<file path="src/logic/pdps_pkg.sv">
// constants, field positions and types for the program and debug port selector
// assumes a 50 MHz core clock and an apb slave with 32-bit data
package pdps_pkg;

	localparam logic [7:0]  PDPS_ADDR_CTRL    = 8'h00;
	localparam logic [7:0]  PDPS_ADDR_STATUS  = 8'h04;
	localparam logic [7:0]  PDPS_ADDR_CFG     = 8'h08;

	localparam int          PDPS_CTRL_OUT     = 0;
	localparam int          PDPS_CTRL_OE      = 1;
	localparam int          PDPS_ST_CLR_WR    = 8;
	localparam int          PDPS_ST_CLR_ER    = 9;

	localparam logic [2:0]  PDPS_CFG_IDX_MAIN = 3'h0;
	localparam int          PDPS_CFGB_DPS     = 0;
	localparam int          PDPS_CFGB_SSE     = 1;
	localparam int          PDPS_CFGB_DBGN    = 2;
	localparam logic [7:0]  PDPS_CFG_RESET    = 8'h06;

	localparam logic [3:0]  PDPS_CMD_WRITE    = 4'h1;
	localparam logic [3:0]  PDPS_CMD_READ     = 4'h2;
	localparam logic [3:0]  PDPS_CMD_BLK_ER   = 4'h3;
	localparam logic [3:0]  PDPS_CMD_ROW_ER   = 4'h4;

	localparam int          PDPS_FRAME_BITS   = 20;
	localparam logic [4:0]  PDPS_FRAME_LAST   = 5'h13;
	localparam logic [3:0]  PDPS_RD_BITS      = 4'h8;
	localparam int          PDPS_SYNC_W       = 10;

	typedef enum logic [2:0] {
		PDPS_M_LOAD  = 3'b000,
		PDPS_M_RUN   = 3'b001,
		PDPS_M_HV    = 3'b010,
		PDPS_M_LV    = 3'b011,
		PDPS_M_HVDED = 3'b100
	} pdps_mode_t;

endpackage : pdps_pkg

</file>
<file path="src/logic/pdps_cfgmem.sv">
// eight-byte configuration store with registered read data
// assumes pwr_init is raised once at power-up; SYS_RST leaves the contents alone
`timescale 1ns/1ps
module pdps_cfgmem
	import pdps_pkg::*;
(
	input  wire logic       clk,
	input  wire logic       pwr_init,
	input  wire logic [2:0] addr,
	input  wire logic       we,
	input  wire logic [7:0] wdata,
	output logic      [7:0] rdata
);

	typedef struct packed {
		logic [7:0][7:0] mem;
		logic [7:0]      rd;
	} pdps_mem_t;

	pdps_mem_t m_q;
	pdps_mem_t m_d;

	always_comb begin
		m_d    = m_q;
		m_d.rd = m_q.mem[addr];
		if (we) begin
			m_d.mem[addr] = wdata;
		end
	end

	// storage survives core reset, so only the power-up init clears it
	always_ff @(posedge clk) begin
		if (pwr_init) begin
			m_q          <= '0;
			m_q.mem[PDPS_CFG_IDX_MAIN] <= PDPS_CFG_RESET;
			// reset latch may sample right after init drops, so show the init byte now
			m_q.rd       <= PDPS_CFG_RESET;
		end else begin
			m_q <= m_d;
		end
	end

	assign rdata = m_q.rd;

endmodule : pdps_cfgmem

</file>
<file path="src/logic/pdps_sync.sv">
// two-flop synchroniser for a bundle of pin levels
// assumes each bit is an independent slow level or a link clock well below SYS_CLK
`timescale 1ns/1ps
module pdps_sync
	import pdps_pkg::*;
#(
	parameter int W = PDPS_SYNC_W
) (
	input  wire logic         clk,
	input  wire logic         rst,
	input  wire logic [W-1:0] din,
	output logic      [W-1:0] dout
);

	typedef struct packed {
		logic [W-1:0] meta;
		logic [W-1:0] stable;
	} pdps_sync_t;

	pdps_sync_t s_q;
	pdps_sync_t s_d;

	always_comb begin
		s_d        = s_q;
		s_d.meta   = din;
		s_d.stable = s_q.meta;
	end

	always_ff @(posedge clk) begin
		if (rst) begin
			s_q <= '0;
		end else begin
			s_q <= s_d;
		end
	end

	assign dout = s_q.stable;

endmodule : pdps_sync

</file>
<file path="src/logic/pdps_top.sv">
// program and debug port selector: legacy/dedicated link routing, entry qualification
// assumes SYS_CLK at 50 MHz, pins asynchronous, apb master on SYS_CLK
//
// How it works
// - dedicated pins carry link traffic only when dedicated_port_select is set.
// - dedicated reset, data, clock pins are separate from general I/O.
// - dedicated port works like legacy: reset/entry, serial clock, bidirectional data.
// - legacy pins keep programming available with dedicated port enabled.
// - high level on legacy reset pin makes dedicated reset pin ignored.
// - dedicated_port_select bit writable only from the legacy port.
// - emulation pin low disables port D, port E, parallel port, enhanced PWM.
// - emulation pin high keeps all large-pinout features enabled.
// - emulation pin counts only with debug enabled and dedicated port selected.
// - single_supply_enable set claims program_entry_pin for entry control.
// - legacy reset high plus program_entry_pin high enters single-supply programming.
// - high-voltage entry on legacy reset always works regardless of single_supply_enable.
// - single_supply_enable changes only under high-voltage programming.
// - single_supply_enable clear frees program_entry_pin, leaves high-voltage entry only.
// - unprotected memory erases by block or row; protected needs block erase.
// - debugger enabled only when the debug bit is zero.
`timescale 1ns/1ps
module pdps_top
	import pdps_pkg::*;
(
	input  wire logic        SYS_CLK,
	input  wire logic        SYS_RST,
	input  wire logic        PWR_INIT,
	input  wire logic        PSEL,
	input  wire logic        PENABLE,
	input  wire logic        PWRITE,
	input  wire logic [7:0]  PADDR,
	input  wire logic [31:0] PWDATA,
	output logic      [31:0] PRDATA,
	output logic             PREADY,
	output logic             PSLVERR,
	input  wire logic        LEG_HVL_I,
	input  wire logic        LEG_RLVL_I,
	input  wire logic        LEG_CLK_I,
	input  wire logic        LEG_DAT_I,
	output logic             LEG_DAT_O,
	output logic             LEG_DAT_OE,
	input  wire logic        DED_HVL_I,
	input  wire logic        DED_CLK_I,
	input  wire logic        DED_DAT_I,
	output logic             DED_DAT_O,
	output logic             DED_DAT_OE,
	input  wire logic        ENT_PIN_I,
	output logic             ENT_PIN_O,
	output logic             ENT_PIN_OE,
	input  wire logic        EMU_SEL_I,
	input  wire logic        CODE_PROTECT,
	output logic             PROG_MODE,
	output logic             DEBUG_EN,
	output logic             LEG_LINK_BUSY,
	output logic             PORTD_EN,
	output logic             PORTE_EN,
	output logic             PPORT_EN,
	output logic             ECCP_EN,
	output logic             BLOCK_ERASE,
	output logic             ROW_ERASE,
	output logic      [7:0]  ROW_ADDR
);

	////////////////////////////////////////////////////////////////////////////////
	// state

	typedef struct packed {
		pdps_mode_t  mode;
		logic        dps;
		logic        sse;
		logic        dbgn;
		logic        src_ded;
		logic        clk_prev;
		logic [19:0] shreg;
		logic [4:0]  cnt;
		logic        rd_wait;
		logic        wr_wait;
		logic [7:0]  wr_data;
		logic        rd_act;
		logic [7:0]  rd_data;
		logic [3:0]  rd_cnt;
		logic        dat_o;
		logic        dat_oe;
		logic        ctl_out;
		logic        ctl_oe;
		logic        ref_wr;
		logic        ref_er;
		logic        blk_er;
		logic        row_er;
		logic [7:0]  row_addr;
		logic        mem_we;
		logic [2:0]  mem_addr;
		logic [7:0]  mem_wdata;
		logic        reduced;
		logic [31:0] prdata;
		logic        pslverr;
	} pdps_state_t;

	pdps_state_t s_q;
	pdps_state_t s_d;

	logic [PDPS_SYNC_W-1:0] pins_s;
	logic [7:0]             mem_rdata;
	logic                   leg_hvl;
	logic                   leg_rlvl;
	logic                   leg_clk;
	logic                   leg_dat;
	logic                   ded_hvl;
	logic                   ded_clk;
	logic                   ded_dat;
	logic                   ent_s;
	logic                   emu_s;

	function automatic logic [31:0] pdps_word(input logic [7:0] b);
		pdps_word = {24'h000000, b};
	endfunction : pdps_word

	////////////////////////////////////////////////////////////////////////////////
	// pin synchronisers and config store

	pdps_sync #(
		.W (PDPS_SYNC_W)
	) u_sync (
		.clk  (SYS_CLK),
		.rst  (SYS_RST),
		.din  ({EMU_SEL_I, ENT_PIN_I, DED_DAT_I, DED_CLK_I, DED_HVL_I,
			LEG_DAT_I, LEG_CLK_I, LEG_RLVL_I, LEG_HVL_I, 1'b0}),
		.dout (pins_s)
	);

	assign {emu_s, ent_s, ded_dat, ded_clk, ded_hvl,
		leg_dat, leg_clk, leg_rlvl, leg_hvl} = pins_s[PDPS_SYNC_W-1:1];

	pdps_cfgmem u_mem (
		.clk      (SYS_CLK),
		.pwr_init (PWR_INIT),
		// next address, so read data fits the cycle right after a frame decode
		.addr     (s_d.mem_addr),
		.we       (s_q.mem_we),
		.wdata    (s_q.mem_wdata),
		.rdata    (mem_rdata)
	);

	////////////////////////////////////////////////////////////////////////////////
	// next state

	always_comb begin
		logic       hv;
		logic       ded;
		logic       lv;
		logic       prog;
		logic       clk_sel;
		logic       dat_sel;
		logic       rise;
		logic [19:0] fr;
		logic [7:0] merged;
		logic       acc;
		logic       clr_wr;
		logic       clr_er;
		logic       set_wr;
		logic       set_er;
		pdps_mode_t nmode;

		hv      = 1'b0;
		ded     = 1'b0;
		lv      = 1'b0;
		prog    = 1'b0;
		clk_sel = 1'b0;
		dat_sel = 1'b0;
		rise    = 1'b0;
		fr      = '0;
		merged  = '0;
		acc     = 1'b0;
		clr_wr  = 1'b0;
		clr_er  = 1'b0;
		set_wr  = 1'b0;
		set_er  = 1'b0;
		nmode   = s_q.mode;

		s_d        = s_q;
		s_d.mem_we = 1'b0;
		s_d.blk_er = 1'b0;
		s_d.row_er = 1'b0;

		if (s_q.mode == PDPS_M_LOAD) begin
			// store read data already points at the main byte during reset
			s_d.dps  = mem_rdata[PDPS_CFGB_DPS];
			s_d.sse  = mem_rdata[PDPS_CFGB_SSE];
			s_d.dbgn = mem_rdata[PDPS_CFGB_DBGN];
			s_d.mode = PDPS_M_RUN;
		end else begin
			// legacy high level wins over everything else
			hv   = leg_hvl;
			ded  = s_q.dps & ded_hvl & ~hv;
			lv   = s_q.sse & leg_rlvl & ent_s & ~hv & ~ded;
			prog = hv | ded | lv;
			if (hv) begin
				nmode = PDPS_M_HV;
			end else if (ded) begin
				nmode = PDPS_M_HVDED;
			end else if (lv) begin
				nmode = PDPS_M_LV;
			end else begin
				nmode = PDPS_M_RUN;
			end
			s_d.mode    = nmode;
			// debugger outside programming follows the selected port too
			s_d.src_ded = ded | (~prog & ~s_q.dbgn & s_q.dps);
			clk_sel     = s_q.src_ded ? ded_clk : leg_clk;
			dat_sel     = s_q.src_ded ? ded_dat : leg_dat;
			rise        = clk_sel & ~s_q.clk_prev;
			s_d.clk_prev = clk_sel;

			if (nmode != s_q.mode || !prog) begin
				// a mode change drops any partial frame and releases the line
				s_d.cnt     = '0;
				s_d.rd_act  = 1'b0;
				s_d.rd_wait = 1'b0;
				s_d.wr_wait = 1'b0;
				s_d.dat_oe  = 1'b0;
				s_d.clk_prev = s_q.src_ded == s_d.src_ded ? clk_sel : 1'b1;
			end else if (s_q.rd_wait) begin
				s_d.rd_wait = 1'b0;
				s_d.rd_act  = 1'b1;
				s_d.rd_data = mem_rdata;
				s_d.dat_o   = mem_rdata[0];
				s_d.dat_oe  = 1'b1;
				s_d.rd_cnt  = 4'h1;
			end else if (s_q.wr_wait) begin
				s_d.wr_wait = 1'b0;
				merged      = s_q.wr_data;
				if (s_q.mem_addr == PDPS_CFG_IDX_MAIN) begin
					if (s_q.src_ded) begin
						merged[PDPS_CFGB_DPS] = mem_rdata[PDPS_CFGB_DPS];
					end
					if (s_q.mode != PDPS_M_HV && s_q.mode != PDPS_M_HVDED) begin
						merged[PDPS_CFGB_SSE] = mem_rdata[PDPS_CFGB_SSE];
					end
					set_wr = merged != s_q.wr_data;
				end
				s_d.mem_we    = 1'b1;
				s_d.mem_wdata = merged;
			end else if (rise && s_q.rd_act) begin
				if (s_q.rd_cnt == PDPS_RD_BITS) begin
					s_d.rd_act = 1'b0;
					s_d.dat_oe = 1'b0;
				end else begin
					s_d.dat_o  = s_q.rd_data[s_q.rd_cnt[2:0]];
					s_d.rd_cnt = s_q.rd_cnt + 4'h1;
				end
			end else if (rise) begin
				// lsb first: command nibble then data byte then address byte
				fr        = {dat_sel, s_q.shreg[PDPS_FRAME_BITS-1:1]};
				s_d.shreg = fr;
				s_d.cnt   = s_q.cnt + 5'h01;
				if (s_q.cnt == PDPS_FRAME_LAST) begin
					s_d.cnt = '0;
					unique case (fr[3:0])
						PDPS_CMD_WRITE: begin
							s_d.mem_addr = fr[14:12];
							s_d.wr_data  = fr[11:4];
							s_d.wr_wait  = 1'b1;
						end
						PDPS_CMD_READ: begin
							s_d.mem_addr = fr[14:12];
							s_d.rd_wait  = 1'b1;
						end
						PDPS_CMD_BLK_ER: begin
							s_d.blk_er = 1'b1;
						end
						PDPS_CMD_ROW_ER: begin
							// protected rows only go away with a block erase
							s_d.row_er   = ~CODE_PROTECT;
							s_d.row_addr = fr[19:12];
							set_er       = CODE_PROTECT;
						end
						default: begin
							s_d.cnt = '0;
						end
					endcase
				end
			end
		end

		// emulation pin only counts with debugger on and dedicated port chosen
		s_d.reduced = ~s_q.dbgn & s_q.dps & ~emu_s;

		// apb: data registered in setup so the access phase sees a stable word
		if (PSEL && !PENABLE) begin
			s_d.pslverr = 1'b0;
			unique case (PADDR)
				PDPS_ADDR_CTRL: begin
					s_d.prdata = pdps_word({6'h0, s_q.ctl_oe, s_q.ctl_out});
				end
				PDPS_ADDR_STATUS: begin
					s_d.prdata = {22'h0, s_q.ref_er, s_q.ref_wr, s_q.rd_act,
						ent_s & ~s_q.sse, ~s_q.dbgn, s_q.reduced, s_q.src_ded, s_q.mode};
				end
				PDPS_ADDR_CFG: begin
					s_d.prdata = pdps_word({5'h0, s_q.dbgn, s_q.sse, s_q.dps});
				end
				default: begin
					s_d.prdata  = '0;
					s_d.pslverr = 1'b1;
				end
			endcase
		end
		acc = PSEL & PENABLE & PWRITE;
		if (acc && PADDR == PDPS_ADDR_CTRL) begin
			s_d.ctl_out = PWDATA[PDPS_CTRL_OUT];
			s_d.ctl_oe  = PWDATA[PDPS_CTRL_OE];
		end
		if (acc && PADDR == PDPS_ADDR_STATUS) begin
			clr_wr = PWDATA[PDPS_ST_CLR_WR];
			clr_er = PWDATA[PDPS_ST_CLR_ER];
		end
		// a refusal in the clearing cycle still sticks
		s_d.ref_wr = (s_q.ref_wr & ~clr_wr) | set_wr;
		s_d.ref_er = (s_q.ref_er & ~clr_er) | set_er;
	end

	always_ff @(posedge SYS_CLK) begin
		if (SYS_RST) begin
			s_q          <= '0;
			s_q.mode     <= PDPS_M_LOAD;
			s_q.dbgn     <= 1'b1;
			s_q.mem_addr <= PDPS_CFG_IDX_MAIN;
		end else begin
			s_q <= s_d;
		end
	end

	////////////////////////////////////////////////////////////////////////////////
	// outputs

	assign PRDATA        = s_q.prdata;
	assign PREADY        = 1'b1;
	assign PSLVERR       = s_q.pslverr & PSEL & PENABLE;
	// dedicated pins never double as general I/O
	assign DED_DAT_O     = s_q.dat_o;
	assign DED_DAT_OE    = s_q.dat_oe & s_q.src_ded;
	assign LEG_DAT_O     = s_q.dat_o;
	assign LEG_DAT_OE    = s_q.dat_oe & ~s_q.src_ded;
	// while entry control owns the pin, software cannot drive it
	assign ENT_PIN_O     = s_q.ctl_out;
	assign ENT_PIN_OE    = s_q.ctl_oe & ~s_q.sse;
	assign PROG_MODE     = s_q.mode == PDPS_M_HV || s_q.mode == PDPS_M_HVDED
		|| s_q.mode == PDPS_M_LV;
	assign DEBUG_EN      = ~s_q.dbgn;
	assign LEG_LINK_BUSY = ~s_q.src_ded & (PROG_MODE | ~s_q.dbgn);
	assign PORTD_EN      = ~s_q.reduced;
	assign PORTE_EN      = ~s_q.reduced;
	assign PPORT_EN      = ~s_q.reduced;
	assign ECCP_EN       = ~s_q.reduced;
	assign BLOCK_ERASE   = s_q.blk_er;
	assign ROW_ERASE     = s_q.row_er;
	assign ROW_ADDR      = s_q.row_addr;

endmodule : pdps_top

</file>
<file path="config.mk">
export PLATFORM = sky130hd
export DESIGN_NAME = pdps_top
export DESIGN_NICKNAME = d
export VERILOG_FILES = /design/src/logic/pdps_pkg.sv /design/src/logic/pdps_cfgmem.sv /design/src/logic/pdps_sync.sv /design/src/logic/pdps_top.sv
export SDC_FILE = /design/constraint.sdc
export NUM_CORES = 1
export LEC_CHECK = 0
export BUFFER_PORTS_ARGS = -buffer_cell sky130_fd_sc_hd__buf_2
export CORE_ASPECT_RATIO = 2
export CORE_UTILIZATION = 57
export DETAILED_ROUTE_END_ITERATION = 7
export GPL_ROUTABILITY_DRIVEN = 0
export PLACE_DENSITY = 0.86
export SLEW_MARGIN = 20
export SYNTH_ARGS = -nofsm -noshare
export SYNTH_HDL_FRONTEND = slang
export SYNTH_SLANG_ARGS = --single-unit
export TNS_END_PERCENT = 50
</file>
<file path="constraint.sdc">
create_clock -name SYS_CLK -period 3.4 [get_ports SYS_CLK]
set_clock_uncertainty 0.05 [all_clocks]
set_input_delay 0.17 -clock SYS_CLK [delete_from_list [all_inputs] [get_ports SYS_CLK]]
set_output_delay 0.17 -clock SYS_CLK [all_outputs]
set_load 0.02 [all_outputs]
</file>
==> flow_summary.json, run 1 <==
{
  "p_leak_nw": 3.831,
  "dp_hpwl_um": 12510,
  "drt_pass1_iterations": 7,
  "synth-edff-count": 0,
  "die_y_um": 169.0,
  "drv_slew": 0,
  "path_clk_slew_ns": 0.07,
  "yosysWarnings": 0,
  "die_x_um": 85.52,
  "min_from": "PWDATA[9]",
  "route.detailed.drc": 0,
  "cts_tree": "yes",
  "worstSetupPathType": "flip-flop to flip-flop",
  "required_ns": 3.64,
  "syn_to_final_growth_pct": 11.96,
  "route.detailed.wl_per_inst_um": 17.57,
  "fin_crit_ns": 3.242,
  "rr_endpoint": "u_mem.m_q[58]",
  "finalSetupTns_ns": 0,
  "start_kind": "flip-flop",
  "fin_nets": 963,
  "hold_violations": 0,
  "overflow": 0,
  "synth_fa_ha_area_frac": 0.004721,
  "async_flop_share": 0,
  "clock-sinks": 184,
  "ys_seq_area_frac": 0.4633,
  "grt_pass1_vias": 6218,
  "seqPwrFrac": 0.497,
  "grt_pass1_wl_um": 29630,
  "fin_crit_sh": 0.9535,
  "p_sw_mw": 0.9688,
  "rsz0062_at_grt": "false",
  "syn_area_mm2": 0.007951,
  "worst_pin_slew_ns": 1.098,
  "synth.area.mux_share": 0.1602,
  "switching_share": 0.2208,
  "cts_inserted_buffers": 17,
  "dieArea_mm2": 0.01445,
  "htreeDepth": 4,
  "start_util": 0.5884,
  "ios": 113,
  "dr_total_vias": 6230,
  "drt_iter0_markers": 349,
  "holdPathEnd": "s_q[56]",
  "reg2reg_slack_ns": 0.16,
  "crit_fanout": 8,
  "wl_um": 18820,
  "synth_flop_cell": "dfxtp_1",
  "worstRegToRegCells": 9,
  "cts_root_buf": "clkbuf_16",
  "setup_viol": 0,
  "n_antenna_cell": 0,
  "row_count": 60,
  "core_mm2": 0.01351,
  "hold_path_depth": 4,
  "synthXorXnorAreaFrac": 0.005507,
  "fin_area_mm2": 0.008902,
  "combPwrFrac": 0.030,
  "numPortBuffers": 61,
  "vias_per_cell": 5.817,
  "track_usage": 0.2667,
  "p_int_mw": 3.418,
  "layout-drive-gt1-share": 0.1474,
  "synth_top_family_by_area": "simple AND/OR/NAND/NOR gates",
  "syn-mean-instance-area_um2": 9.192,
  "power_density_mw_per_mm2": 492.8,
  "vdd_ir_drop_max_v": 0.0002934,
  "relSlewSlack": 0.2681,
  "worstPathArrival_ns": 3.49,
  "fmax_ghz": 0.3085,
  "syn_inst": 865,
  "hp-class": "input port to flip-flop",
  "post_dp_cell_area_mm2": 0.008140,
  "synth_seq_cells": 184,
  "rr_startpoint": "s_q[85]",
  "antenna_found_initial": 0,
  "synth_compound_area_frac": 0.1002,
  "yosys.area_share.simple": 0.1868,
  "clk_path_buf_depth": 2,
  "grt_start_max_net_pins": 113,
  "report.power.total_mw": 4.387,
  "cap_violations": 0,
  "final_antenna_net_count": 0,
  "worst_setup_path_end_kind": "flip-flop",
  "clkPwrFrac": 0.473,
  "clock_latency_ns": 0.43,
  "synthDistinctLibCells": 61,
  "outcome": "finished, final reports clean"
}
==> timing repair <==
item                       4_1_cts  5_1_grt
setup endpoints to repair        0        9
hold endpoints to repair        13        0
setup buffers                    0        0
hold buffers                    13        0
gates resized for setup          0        1
==> state kept, by name, indices dropped and copies added (netlist names) <==
signal and cells:
BLOCK_ERASE 1, DED_DAT_O 1, ENT_PIN_O 1, PRDATA 10
ROW_ADDR 8, ROW_ERASE 1, s_q 72, u_mem.m_q 64
u_mem.rdata 8, u_sync.dout 9, u_sync.s_d 9
==> worst max-delay path, stage by stage, from the launching register on <==
cell and delay (ns):
dfxtp_1 0.38, ha_1 0.27, nand4bb_1 0.21, or3_1 0.41, a2111oi_4 0.25, buf_4 0.24, mux2i_1 0.55, nand3_2 0.41
mux2i_1 0.28, nor2_1 0.06
==> placed cells by master (no fill, tap or decap), types with 6 or more instances in the layout <==
cell type and count:
mux2i_1 118, a21oi_1 58, buf_4 21, buf_2 60
o22a_1 10, clkbuf_16 17, a22oi_1 8, dlygate4sd3_1 13
nand2b_1 7, nand2_1 89, nor2_1 136, nand3_1 6
inv_1 15, nor3_1 10, nor2b_1 26, o21ai_0 12
dfxtp_1 184, conb_1 23
==> final cells by class <==
cell class / count / area [um2]
clock buffers: 20 / 456.7
clock inverters: 11 / 161.4
fillers: 1010 / 4611
inverters: 15 / 56.30
multi-input cells: 591 / 3742
flip-flops and latches: 184 / 3684
well taps: 155 / 193.9
repair buffers: 95 / 608.1
==> synth_stat cells (all sizes together) (4+ instances only) <==
library cell	n	area (um2)
dfxtp	184	3684
nor2	136	510.5
mux2i	119	1195
nand2	89	334.1
a21oi	59	299.0
buf	55	412.9
clkbuf	41	153.9
nor2b	26	162.7
inv	15	56.30
nand3	14	140.1
o21ai	13	65.06
nor3	11	55.05
o22a	10	87.58
a22oi	8	60.06
nand2b	7	43.79
a211o	4	35.03
a211oi	4	30.03
a31oi	4	46.29
nand4	4	25.02
nor3b	4	30.03
xor2	4	35.03
==> metal layers <==
layer | wire length (um) | vias to the layer above | track usage
li1 | - | 2945 | -
met1 | 6492 | 3000 | 0.2362
met2 | 10510 | 206 | 0.5214
met3 | 660 | 79 | 0.04632
met4 | 1153 | 0 | 0.1877
met5 | 0 | - | 0
==> cell families (layout without fill, tap and decap cells) <==
| family | after synthesis | in the layout |
|---|---|---|
| flip-flops | 184 | 184 |
| AO/OA/AOI/OAI | 120 | 120 |
| AND/OR/NAND/NOR | 316 | 316 |
| buffers and inverters | 111 | 141 |
| other | 2 | 23 |
| multiplexers | 124 | 124 |
| adder cells (fa/ha/maj) | 3 | 3 |
| XOR/XNOR | 5 | 5 |
==> power by group through the flow <==
stage	clock (mW)	combinational [mW]	sequential, mW
floorplan	0	0.105	2.22
detailed placement	0	0.118	2.23
finish	2.08	0.133	2.18
global placement	0	0.117	2.23
CTS	2.09	0.130	2.18
global route	2.16	0.144	2.18
==> through the flow <==
step                      worst slack, ns  utilization  hold WS [ns]  cells
after global routing              0.01947       0.6588       0.04453   1071
after global placement             0.2686       0.6024        0.3204   1027
final                              0.1581       0.6588       0.01227   1071
after CTS                          0.1210       0.6578       0.01747   1071
after detailed placement           0.1861       0.6024        0.3182   1027
after floorplan                    0.4876            -        0.1993    886
==> how the worst max path moves through the flow <==
stage / startpoint / to / depth (start not counted)
6_report: s_q[85] / u_mem.m_q[58] / 9
5_1_grt: s_q[85] / u_mem.m_q[58] / 9
4_1_cts: s_q[85] / u_mem.m_q[62] / 10
3_5_place_dp: s_q[85] / u_mem.m_q[57] / 10
3_3_place_gp: s_q[85] / u_mem.m_q[9] / 9
2_1_floorplan: s_q[85] / u_mem.m_q[24] / 9
Note: power is estimated with default switching activity, not from simulation.
==> inputs of run 2 (changes only) <==
--- a/config.mk
+++ b/config.mk
@@ -5,6 +5,7 @@
 export SDC_FILE = /design/constraint.sdc
 export NUM_CORES = 1
 export LEC_CHECK = 0
+export ABC_AREA = 1
 export BUFFER_PORTS_ARGS = -buffer_cell sky130_fd_sc_hd__buf_2
 export CORE_ASPECT_RATIO = 2
 export CORE_UTILIZATION = 57
==> run 2 against run 1 <==
Compared with the run above:
- non-clock buffer count fell by 16
- largest cell class is now sequential cells
- worst setup slack improved by 0.44 ns
- worst hold slack improved by 0.0032 ns
==> flow_summary.json, run 2 <==
{
  "n_antenna_cell": 0,
  "cap_violations": 0,
  "holdPathEnd": "s_q[57]",
  "synth_seq_cells": 184,
  "drv_slew": 0,
  "clk_path_buf_depth": 2,
  "cts_tree": "yes",
  "seqPwrFrac": 0.513,
  "hold_path_depth": 4,
  "cp_top_family": "simple AND/OR/NAND/NOR gates",
  "cts_root_buf": "clkbuf_16",
  "finalSetupTns_ns": 0,
  "multi_input_area_mm2": 0.003476,
  "final_antenna_net_count": 0,
  "numPortBuffers": 61,
  "hp-class": "input port to flip-flop",
  "core_mm2": 0.01404,
  "ios": 113,
  "syn-mean-instance-area_um2": 7.596,
  "grt_pass1_vias": 6651,
  "synth_top_area_frac": 0.4469,
  "drt_pass1_iterations": 5,
  "grt_start_max_net_pins": 67,
  "vias_per_cell": 5.384,
  "synth_flop_cell": "dfxtp_1",
  "worstRegToRegCells": 13,
  "syn_inst": 1085,
  "crit_fanout": 34,
  "p_int_mw": 3.240,
  "clock_latency_ns": 0.44,
  "relSlewSlack": 0.4706,
  "p_sw_mw": 1.089,
  "async_flop_share": 0,
  "synth_area_leaders": "dfxtp_1 45%, a21oi_1 7.2%, o21ai_0 6.9%, nand2_1 6.6%, inv_1 6.1%",
  "fmax_ghz": 0.3574,
  "cts_inserted_buffers": 17,
  "power_density_mw_per_mm2": 481.6,
  "synth-edff-count": 0,
  "dieArea_mm2": 0.01497,
  "required_ns": 3.63,
  "nFillCells": 1183,
  "mostFrequentLayoutCells": "184 x dfxtp_1, 144 x nand2_1, 132 x inv_1",
  "switching_share": 0.2516,
  "start_util": 0.5869,
  "rr_endpoint": "u_mem.m_q[9]",
  "wl_um": 19000,
  "worstSetupPathType": "flip-flop to flip-flop",
  "reg2reg_slack_ns": 0.60,
  "overflow": 0,
  "fin_crit_sh": 0.8230,
  "route.detailed.drc": 0,
  "route.detailed.wl_per_inst_um": 14.45,
  "die_y_um": 172.1,
  "min_from": "PWDATA[8]",
  "largest_reg_flops": 72,
  "p_leak_nw": 3.872,
  "row_count": 61,
  "fin_ws_ns": 0.6019,
  "syn_area_mm2": 0.008242,
  "worst_setup_path_end_kind": "flip-flop",
  "htreeDepth": 4,
  "track_usage": 0.2659,
  "outcome": "finished, final reports clean",
  "cp.depth": 13,
  "worstPathArrival_ns": 3.03,
  "drt_iter0_markers": 394,
  "slowest_delay_ns": 0.41,
  "syn_to_final_growth_pct": 9.063,
  "path_clk_slew_ns": 0.07,
  "post-cts-setup-buffer-count": 0,
  "cp_common_cell": "nand2_1",
  "hold_violations": 0,
  "fin_crit_ns": 2.798,
  "ys_seq_area_frac": 0.4469,
  "vdd_ir_drop_max_v": 0.0003488,
  "fin_nets": 1172,
  "regArea_mm2": 0.003684,
  "synth_common_cells": "184 x dfxtp_1, 144 x nand2_1, 133 x inv_1",
  "synth_most_common_cell": "dfxtp_1",
  "regMostFlops": "s_q",
  "crit_path_cell_trace": "nand3_1 > nand2_1 > nand2_1 > nand2_1 > nand2_1 > nor2_4 > nand3_4 > nand2_4 > nand2_4 > nor2_4 > inv_1 > nand2_1 > o211ai_1",
  "layout-drive-gt1-share": 0.1456,
  "pre_cts_ws_ns": 0.6745,
  "die_x_um": 87.03,
  "rsz0062_at_grt": "false",
  "worst-path-buf-inv": 1,
  "dp_hpwl_um": 12890,
  "grt_pass1_wl_um": 30500,
  "clkPwrFrac": 0.427,
  "worst_path_max_delay_cell": "dfxtp_1",
  "dr_total_vias": 7080,
  "final_common_cell": "dfxtp_1",
  "worst_pin_slew_ns": 0.7930,
  "yosysWarnings": 0,
  "start_kind": "flip-flop",
  "synthDistinctLibCells": 44,
  "rr_startpoint": "u_sync.dout[2]",
  "setup_viol": 0,
  "crit_path_start": "u_sync.dout[2]",
  "combPwrFrac": 0.060,
  "antenna_found_initial": 0,
  "synth_largest_area_cell": "dfxtp_1",
  "clock-sinks": 184
}
==> run 2: cell types whose count changed after synthesis, moves of 30 or more <==
cell,change
o21ai_0,+101
nand2_1,+55
nand3_1,+40
a21oi_1,+60
mux2i_1,-118
inv_1,+118
nor2_1,-30
==> run 2: stage by stage <==
stage	cells	utilization	hold WS [ns]	area (um2)	power, mW
after global routing	1315	0.6401	0.06078	8989	4.477
final	1315	0.6401	0.01543	8989	4.329
after global placement	1270	0.5911	0.3211	8302	2.504
after detailed placement	1270	0.5911	0.3292	8302	2.510
after floorplan	1106	-	0.1924	8320	2.467
after CTS	1315	0.6399	0.01029	8986	4.339
==> run 2: worst max path at each step <==
| stage | end |
|---|---|
| 2_1_floorplan | u_mem.m_q[46] |
| 3_3_place_gp | u_mem.m_q[9] |
| 3_5_place_dp | u_mem.m_q[9] |
| 4_1_cts | u_mem.m_q[9] |
| 5_1_grt | u_mem.m_q[9] |
| 6_report | u_mem.m_q[9] |
==> run 2: metal layers <==
metal / vias up / track usage / share of wire
met1: 3241 / 0.2465 / 0.35
li1: 3507 / - / -
met5: - / 0 / 0
met4: 0 / 0.2022 / 0.068
met2: 244 / 0.4916 / 0.53
met3: 88 / 0.05871 / 0.048
==> run 2: area by class of cell <==
type / instances / area share
multi-input combinational: 681 / 0.3867
clock inverter: 14 / 0.01281
sequential: 184 / 0.4098
clock buffer: 18 / 0.04886
tap: 189 / 0.02631
timing repair buffer: 79 / 0.05262
inverter: 150 / 0.06292
==> run 2: worst min-delay path, delay by kind of cell <==
kind | cells | cell delay, ns
buffers and inverters | 1 | 0.10
and+or+nand+nor | 2 | 0.14
AOI/OAI and AO/OA | 1 | 0.06
==> run 2: kinds of logic (layout without fill, tap and decap cells) <==
kind of cell,count (synthesis),count (layout),synth area share
buf+inv,241,261,0.1412
flops,184,184,0.4469
other cells,2,23,0.0009112
xor+xnor,2,2,0.002126
compound gates,286,286,0.1867
fa+ha+maj,3,3,0.004555
simple gates,367,367,0.2176
==> run 2: power groups by stage <==
stage | sequential [mW] | clock [mW] | combinational (mW)
detailed placement | 2.27 | 0 | 0.242
finish | 2.22 | 1.85 | 0.260
global placement | 2.27 | 0 | 0.237
CTS | 2.22 | 1.86 | 0.255
floorplan | 2.26 | 0 | 0.210
global route | 2.22 | 1.97 | 0.288
==> run 2: repair_timing <==
action                    CTS  global route
hold buffers               13             0
hold endpoints to repair   18             0
resized for setup           0             0
